File: src/hdl/cmpd_regs.vh
// cmpd_regs.vh: mode codes, pin group widths and reset values for the
// configuration mode pin decoder. definitions only, no logic.
`ifndef CMPD_REGS_VH
`define CMPD_REGS_VH

`define CMPD_MODE_W          3
`define CMPD_MODE_MSTR_PAR   3'h4
`define CMPD_MODE_SLV_PAR    3'h6
`define CMPD_MODE_FLASH      3'h2

`define CMPD_WIDTH_W         2
`define CMPD_WIDTH_8         2'h0
`define CMPD_WIDTH_16        2'h1
`define CMPD_WIDTH_32        2'h2

`define CMPD_LOW_DATA_W      16
`define CMPD_SHARED_W        16
`define CMPD_HIGH_ADDR_W     13
`define CMPD_ADDR_W          29
`define CMPD_REV_W           2

`define CMPD_SYNC_RST        3'h0
`define CMPD_FLASH_STROBE_RST 4'hF

`endif

File: src/hdl/cmpd_config_mode_pin_decode.v
// cmpd_config_mode_pin_decode.v: decodes the mode pins into a parallel
// configuration interface and steers the shared configuration pins.
// assumes arst_n follows the program pin and that the configuration engine
// supplies data, address and strobe values; this block only routes them.
`timescale 1ns/10ps
`default_nettype none
`include "cmpd_regs.vh"

// How it works
// - mode 100: master parallel, drive clock, d0-15
// - mode 110: slave parallel, select and direction used
// - mode 010: flash master, address and strobes driven
// - shared pins: d16-31 slave x32, a0-15 flash
// - external clock feeds masters only when optioned
// - chain data out only in chain/debug
// - downstream select only in parallel chain
// - revision selects only on reboot or fallback
// - unused pins ignored and high-impedance
module cmpd_config_mode_pin_decode (
    input  wire        clk,                   // core clock, 200 MHz
    input  wire        arst_n,                // program reset, active low
    input  wire [2:0]  mode_pins,             // raw mode pins
    input  wire [1:0]  width_sel,             // port width: 0 x8, 1 x16, 2 x32
    input  wire        config_done,           // configuration completed
    input  wire        ext_clock_option,      // use external master clock
    input  wire        debug_stream_option,   // debug bitstream enabled
    input  wire        serial_chain_en,       // serial daisy chain active
    input  wire        parallel_chain_en,     // parallel daisy chain active
    input  wire        multi_image_reboot,    // reboot event started
    input  wire        fallback_event,        // fallback occurred
    input  wire        fallback_option,       // fallback option enabled
    input  wire        int_config_clock,      // internal clock level
    input  wire        ext_master_clock_in,   // external clock pin
    input  wire        chip_select_n_in,      // chip select pin
    input  wire        port_direction_sel,    // read/write select pin
    input  wire [15:0] low_data_in,           // data pins 0-15
    input  wire [15:0] shared_in,             // shared pins as input
    input  wire [15:0] eng_low_data,          // engine data 0-15 out
    input  wire [15:0] eng_high_data,         // engine data 16-31 out
    input  wire [28:0] eng_flash_addr,        // engine flash address
    input  wire [3:0]  eng_flash_strobes_n,   // cs, oe, we, adv (low active)
    input  wire        eng_chain_data,        // chain data to pass on
    input  wire        eng_downstream_sel_n,  // downstream enable
    input  wire [1:0]  eng_revision,          // revision select value
    output reg  [2:0]  mode_reg,              // latched mode
    output reg         mode_valid_reg,        // mode latched and held
    output reg         config_clock,          // clock pin drive
    output reg         config_clock_oe,       // clock pin enable
    output reg         slave_cs_n_reg,        // synced chip select
    output reg         slave_dir_reg,         // synced direction
    output reg  [31:0] data_in_reg,           // synced data in
    output reg  [15:0] low_data_out,          // data 0-15 drive
    output reg  [15:0] low_data_oe,           // data 0-15 enable
    output reg  [15:0] shared_out,            // shared pins drive
    output reg  [15:0] shared_oe,             // shared pins enable
    output reg  [12:0] high_addr_out,         // address 16-28 drive
    output reg         high_addr_oe,          // address 16-28 enable
    output reg         flash_select_n,        // flash chip select
    output reg         flash_output_en_n,     // flash output enable
    output reg         flash_write_en_n,      // flash write enable
    output reg         flash_addr_valid_n,    // address valid
    output reg         flash_strobe_oe,       // strobe pins enable
    output reg         chain_out_shared_pin,  // chain data / downstream select
    output reg         chain_out_oe,          // shared chain pin enable
    output reg  [1:0]  revision_sel_out,      // revision_sel_1, revision_sel_0
    output reg         revision_sel_oe        // revision pins enable
);
    localparam ST_SAMPLE = 3'h1;
    localparam ST_HOLD   = 3'h2;
    localparam ST_DONE   = 3'h4;

    reg  [2:0]  state_reg;
    reg         rev_hold_reg;
    wire [2:0]  mode_sync;
    wire [1:0]  ctl_sync;
    wire [15:0] low_sync;
    wire [15:0] shared_sync;
    wire        ext_clk_sync;

    cmpd_pin_sync #(.W(38)) u_sync (
        .clk     (clk),
        .arst_n  (arst_n),
        .pin_in  ({mode_pins, chip_select_n_in, port_direction_sel,
                   ext_master_clock_in, low_data_in, shared_in}),
        .pin_out ({mode_sync, ctl_sync, ext_clk_sync, low_sync, shared_sync})
    );

    function is_mode;
        input [2:0] m;
        input [2:0] code;
        begin
            is_mode = (m == code);
        end
    endfunction

    wire m_mstr  = mode_valid_reg && is_mode(mode_reg, `CMPD_MODE_MSTR_PAR);
    wire m_slv   = mode_valid_reg && is_mode(mode_reg, `CMPD_MODE_SLV_PAR);
    wire m_flash = mode_valid_reg && is_mode(mode_reg, `CMPD_MODE_FLASH);
    wire w16up   = (width_sel != `CMPD_WIDTH_8);
    wire w32     = (width_sel == `CMPD_WIDTH_32);
    // slave data direction: device drives readback only when direction high
    wire slv_rd  = m_slv && slave_dir_reg && !slave_cs_n_reg;
    wire mst_rd  = m_mstr && slave_dir_reg && !slave_cs_n_reg;

    // mode capture: on the first clock after release, before the sync chain has settled
    always @(posedge clk or negedge arst_n) begin
        if (!arst_n) begin
            state_reg      <= ST_SAMPLE;
            mode_reg       <= `CMPD_SYNC_RST;
            mode_valid_reg <= 1'b0;
        end else begin
            case (state_reg)
                ST_SAMPLE: begin
                    mode_reg       <= mode_sync;
                    mode_valid_reg <= 1'b1;
                    state_reg      <= ST_HOLD;
                end
                ST_HOLD: begin
                    if (config_done) begin
                        state_reg <= ST_DONE;
                    end
                end
                ST_DONE: begin
                    if (!config_done) begin
                        state_reg <= ST_SAMPLE;                // restart resamples
                    end
                end
                default: begin
                    state_reg <= ST_SAMPLE;
                end
            endcase
        end
    end

    always @(posedge clk or negedge arst_n) begin
        if (!arst_n) begin
            config_clock       <= 1'b0;
            config_clock_oe    <= 1'b0;
            slave_cs_n_reg     <= 1'b1;
            slave_dir_reg      <= 1'b0;
            data_in_reg        <= 32'h00000000;
            low_data_out       <= 16'h0000;
            low_data_oe        <= 16'h0000;
            shared_out         <= 16'h0000;
            shared_oe          <= 16'h0000;
            high_addr_out      <= 13'h0000;
            high_addr_oe       <= 1'b0;
            flash_select_n     <= 1'b1;
            flash_output_en_n  <= 1'b1;
            flash_write_en_n   <= 1'b1;
            flash_addr_valid_n <= 1'b1;
            flash_strobe_oe    <= 1'b0;
            chain_out_shared_pin <= 1'b0;
            chain_out_oe       <= 1'b0;
            revision_sel_out   <= 2'h0;
            revision_sel_oe    <= 1'b0;
            rev_hold_reg       <= 1'b0;
        end else begin
            // master modes drive the clock; source chosen by option
            config_clock    <= (ext_clock_option ? ext_clk_sync : int_config_clock);
            config_clock_oe <= m_mstr || m_flash;

            // select/direction only live in parallel port modes; flash ignores them
            if (m_mstr || m_slv) begin
                slave_cs_n_reg <= ctl_sync[1];
                slave_dir_reg  <= ctl_sync[0];
            end else begin
                slave_cs_n_reg <= 1'b1;
                slave_dir_reg  <= 1'b0;
            end

            // unused lanes read as zero so stray pin levels never reach the engine
            data_in_reg[7:0]   <= (m_mstr || m_slv || m_flash) ? low_sync[7:0] : 8'h00;
            data_in_reg[15:8]  <= (w16up && (m_mstr || m_slv || m_flash)) ? low_sync[15:8] : 8'h00;
            data_in_reg[31:16] <= (w32 && m_slv) ? shared_sync : 16'h0000;

            low_data_out <= eng_low_data;
            low_data_oe  <= {{8{(w16up && (slv_rd || mst_rd))}}, {8{(slv_rd || mst_rd)}}};

            if (m_flash) begin
                shared_out <= eng_flash_addr[15:0];
                shared_oe  <= 16'hFFFF;
            end else begin
                shared_out <= eng_high_data;
                shared_oe  <= {16{(w32 && slv_rd)}};
            end

            high_addr_out <= eng_flash_addr[28:16];
            high_addr_oe  <= m_flash;
            if (m_flash) begin
                {flash_select_n, flash_output_en_n, flash_write_en_n, flash_addr_valid_n} <=
                    eng_flash_strobes_n;
            end else begin
                {flash_select_n, flash_output_en_n, flash_write_en_n, flash_addr_valid_n} <=
                    `CMPD_FLASH_STROBE_RST;
            end
            flash_strobe_oe <= m_flash;

            // one shared pin: chain data has priority over downstream select
            if (serial_chain_en || debug_stream_option) begin
                chain_out_shared_pin <= eng_chain_data;
                chain_out_oe         <= 1'b1;
            end else if (parallel_chain_en) begin
                chain_out_shared_pin <= eng_downstream_sel_n;
                chain_out_oe         <= 1'b1;
            end else begin
                chain_out_shared_pin <= 1'b0;
                chain_out_oe         <= 1'b0;
            end

            // revision drive holds from the event until the next reset
            if (multi_image_reboot || (fallback_event && fallback_option)) begin
                rev_hold_reg <= 1'b1;
            end
            revision_sel_out <= eng_revision;
            revision_sel_oe  <= rev_hold_reg || multi_image_reboot
                                || (fallback_event && fallback_option);
        end
    end
endmodule
`default_nettype wire

File: src/hdl/cmpd_pin_sync.v
// cmpd_pin_sync.v: three-stage synchroniser with a stable-change filter.
// assumes the input is asynchronous to clk; output follows once the
// second and third stages agree.
`timescale 1ns/10ps
`default_nettype none
module cmpd_pin_sync #(
    parameter W = 1
) (
    input  wire         clk,     // core clock
    input  wire         arst_n,  // async reset, active low
    input  wire [W-1:0] pin_in,  // raw pin level
    output reg  [W-1:0] pin_out  // filtered level
);
    reg [W-1:0] s1_reg;
    reg [W-1:0] s2_reg;
    reg [W-1:0] s3_reg;

    genvar i;
    generate
        for (i = 0; i < W; i = i + 1) begin : g_bit
            always @(posedge clk or negedge arst_n) begin
                if (!arst_n) begin
                    s1_reg[i]  <= 1'b0;
                    s2_reg[i]  <= 1'b0;
                    s3_reg[i]  <= 1'b0;
                    pin_out[i] <= 1'b0;
                end else begin
                    s1_reg[i] <= pin_in[i];
                    s2_reg[i] <= s1_reg[i];
                    s3_reg[i] <= s2_reg[i];
                    // stage one feeds stage two only; agreement filters glitches
                    if (s2_reg[i] == s3_reg[i]) begin
                        pin_out[i] <= s3_reg[i];
                    end
                end
            end
        end
    endgenerate
endmodule
`default_nettype wire

File: config.mk
export PLATFORM = sky130hd
export DESIGN_NAME = cmpd_config_mode_pin_decode
export DESIGN_NICKNAME = d
export VERILOG_FILES = /design/src/hdl/cmpd_config_mode_pin_decode.v /design/src/hdl/cmpd_pin_sync.v
export VERILOG_INCLUDE_DIRS = /design/src /design/src/hdl
export SDC_FILE = /design/constraint.sdc
export NUM_CORES = 1
export LEC_CHECK = 0
export BUFFER_PORTS_ARGS = -buffer_cell sky130_fd_sc_hd__buf_2
export CAP_MARGIN = 5
export CORE_MARGIN = 2
export CORE_UTILIZATION = 52
export CTS_BUF_LIST = sky130_fd_sc_hd__clkbuf_8
export CTS_CLUSTER_DIAMETER = 60
export DETAILED_ROUTE_END_ITERATION = 7
export GPL_ROUTABILITY_DRIVEN = 0
export MAX_ROUTING_LAYER = met4
export PLACE_DENSITY = 0.81
export SYNTH_ARGS = -nofsm -noshare
export SYNTH_HDL_FRONTEND = slang
export SYNTH_HIERARCHICAL = 1
export SYNTH_SLANG_ARGS = --single-unit
File: constraint.sdc
create_clock -name clk -period 1.55 [get_ports clk]
set_clock_uncertainty 0.1 [all_clocks]
set_input_delay 0.155 -clock clk [delete_from_list [all_inputs] [get_ports clk]]
set_output_delay 0.155 -clock clk [all_outputs]
set_load 0.005 [all_outputs]
==> flow_summary.ini <==
[layout]
layout.cells.non_filler = 1045
fin_nets = 951
drive_gt1_frac = 0.452
post-route-util = 0.769
area_delta_synth_final_pct = 43.0

[yosys]
yosys-top-cells-area = dfrtp_1 79%, maj3_2 5.4%, buf_4 2.9%
yosysMostFrequentCell = dfrtp_1
ys_types = 31
synthArstFlopShare = 1.00
ys_seq_elements = 254
syn_area_per_cell_um2 = 17.8
syn_nets = 563
netlist_instances = 443
yosys_most_used_dff = dfrtp_1
ys_seq_area_frac = 0.808
yosys-top-cells-count = 248 x dfrtp_1, 38 x maj3_2, 30 x buf_4
syn_area_mm2 = 0.00788
synth-edff-count = 0
yosysTopAreaCell = dfrtp_1
ys_warn_count = 6
synth.top_cell.area_share = 0.788

[timing]
max_freq_mhz = 676
hold_violations = 0
setup_viol = 0
fin_hold_ws_ps = 168
rsz0062_at_grt = no
finalWorstSetupSlack_ps = 70.0
min_period_ps = 1480
drv_slew = 0
worstMarginPinSlew_ps = 316
finalCritPeriodShare = 0.955
max-slew-margin-rel = 0.789
timing.setup.tns_ps = 0

[place]
place_ws_ps = 29.6
dp.cells = 853
port_buffers = 247
hpwl_mm = 9.89

[die]
rows = 44
die-width_um = 127
fp.dieH_um = 127
start_util = 0.538
core-area_mm2 = 0.0146
dieArea_mm2 = 0.0161
num_io_pins = 248

[routing]
finalWirelength_mm = 19.1
drtIter0Drc = 224
route.detailed.drc = 0
first_pass_iters = 4
ant_nets = 0
viasPerCell = 4.81
wl_per_cell_um = 18.2
vias = 5026

[cts]
path_clk_slew_ps = 60
cts.sinks = 254
tritoncts = done
post-cts-setup-buffer-count = 0
cts-root-buf = clkbuf_8
clkLatencyLatePin_ps = 520
clockBufferDepth = 3
numCtsBuffers = 40
cts_max_level = 2

[run]
max_cap_violations = 0

[hold_path]
holdPathStages = 2
min_from = eng_flash_addr[21]
hold_path_end = high_addr_out[5]
min_path_type = primary input to flop

[setup_path]
cp_common_cell = dlygate4sd3_1
max_stage_delay_ps = 570
cp-end-kind = flop
r2r_cells = 2
critPathRequiredTime_ps = 1860
r2r-end = mode_reg[0]
crit_slowest_cell = dlygate4sd3_1
cp_max_fo = 3
crit_chain = dlygate4sd3_1, buf_2, or3_1, dlygate4sd3_1
start_kind = primary input
path_class = primary input to flop
worstPathArrival_ps = 1790
rrSetupSlack_ps = 70
reg2reg_from = state_reg[0]

[global_route]
track_usage = 0.250
grt_overflow = 0
grt_max_degree = 60
grt_pass1_vias = 5651
antenna_found_initial = 3
grt_first_pass_wirelength_mm = 29.8

[run_status]
status = finished, final reports clean

[pwr]
ir_worst_vdd_mv = 0.938
power.density_mw_per_mm2 = 1410
leakage_uw = 0.00560
metrics by stage:
step / total power, uW / cell area, um^2
after CTS: 15900 / 11200
after global placement: 10100 / 9260
after detailed placement: 10200 / 9260
after floorplan: 9140 / 7880
after global routing: 16700 / 11300
final: 15900 / 11300
cell type report:
type	count	area, um^2
sequential	254	6360
fill	814	3380
timing repair buffer	384	2640
multi-input combinational	125	1150
clock buffer	48	661
tap	184	230
clock inverter	21	119
inverter	26	97.6
antenna	3	7.51
worst max-delay path: cells and delay by family:
family        cells  cell delay, ps
buf+inv           3            1280
simple gates      1             350
cells by family after synthesis:
logic type | after synthesis | synth area share
buffers and inverters | 64 | 0.0470
muxes | 20 | 0.0357
AOI/OAI and AO/OA | 6 | 0.00540
and+or+nand+nor | 59 | 0.0475
xor gates and xnor gates | 2 | 0.00222
adders and majority gates | 38 | 0.0543
DFF | 254 | 0.808
layer usage:
metal | up-vias | routed length [um] | global-route usage
met5 | - | 0 | -
met4 | 0 | 1020 | 0.138
met3 | 85 | 1260 | 0.0662
met2 | 247 | 9860 | 0.406
met1 | 2478 | 6910 | 0.285
li1 | 2216 | - | -
layout by cell type, fill, tap and decap left out, drive strengths merged:
| cell | Yosys | layout |
|---|---|---|
| nor4bb | 1 | 1 |
| or4bb | 1 | 1 |
| or3 | 1 | 1 |
| o31ai | 1 | 1 |
| dlygate4sd3 | 0 | 120 |
| and4bb | 1 | 1 |
| a21oi | 1 | 1 |
| bufinv | 0 | 1 |
| maj3 | 38 | 38 |
| o21ai | 1 | 1 |
| nand2 | 1 | 1 |
| buf | 35 | 264 |
| a211oi | 1 | 1 |
| or2 | 2 | 2 |
| dfrtp | 248 | 248 |
| nor3b | 11 | 11 |
| nor2 | 5 | 5 |
| nand3b | 2 | 2 |
| clkinvlp | 0 | 3 |
| inv | 26 | 41 |
| a211o | 2 | 2 |
| nand2b | 7 | 7 |
| clkinv | 0 | 2 |
| or3b | 1 | 1 |
| diode | 0 | 3 |
| nor3 | 18 | 18 |
| xnor2 | 2 | 2 |
| dfstp | 6 | 6 |
| mux2 | 20 | 20 |
| clkbuf | 3 | 48 |
| nor4 | 8 | 8 |
power breakdown:
part,internal (uW),total [uW],leakage [uW],switching [uW]
combinational,1450,2700,0.00213,1250
clock,2970,5510,0.000447,2540
sequential,7370,7730,0.00302,364
worst max-delay path by stage:
stage	slack, ps	end	cells past startpoint	startpoint
2_1_floorplan	100	shared_out[0]	3	mode_reg[2]
3_3_place_gp	110	shared_out[15]	3	mode_reg[0]
3_5_place_dp	30	mode_reg[0]	2	state_reg[0]
4_1_cts	5	mode_reg[0]	2	state_reg[0]
5_1_grt	30	mode_reg[0]	2	state_reg[0]
6_report	70	chain_out_oe	4	debug_stream_option
repair_timing:
action | CTS | global route
resized for setup | 1 | 3
endpoints found under the hold margin | 353 | 0
hold buffers | 120 | 0
setup endpoints to repair | 13 | 8
pin swaps | 0 | 0
Note: power is estimated with default switching activity, not from simulation.
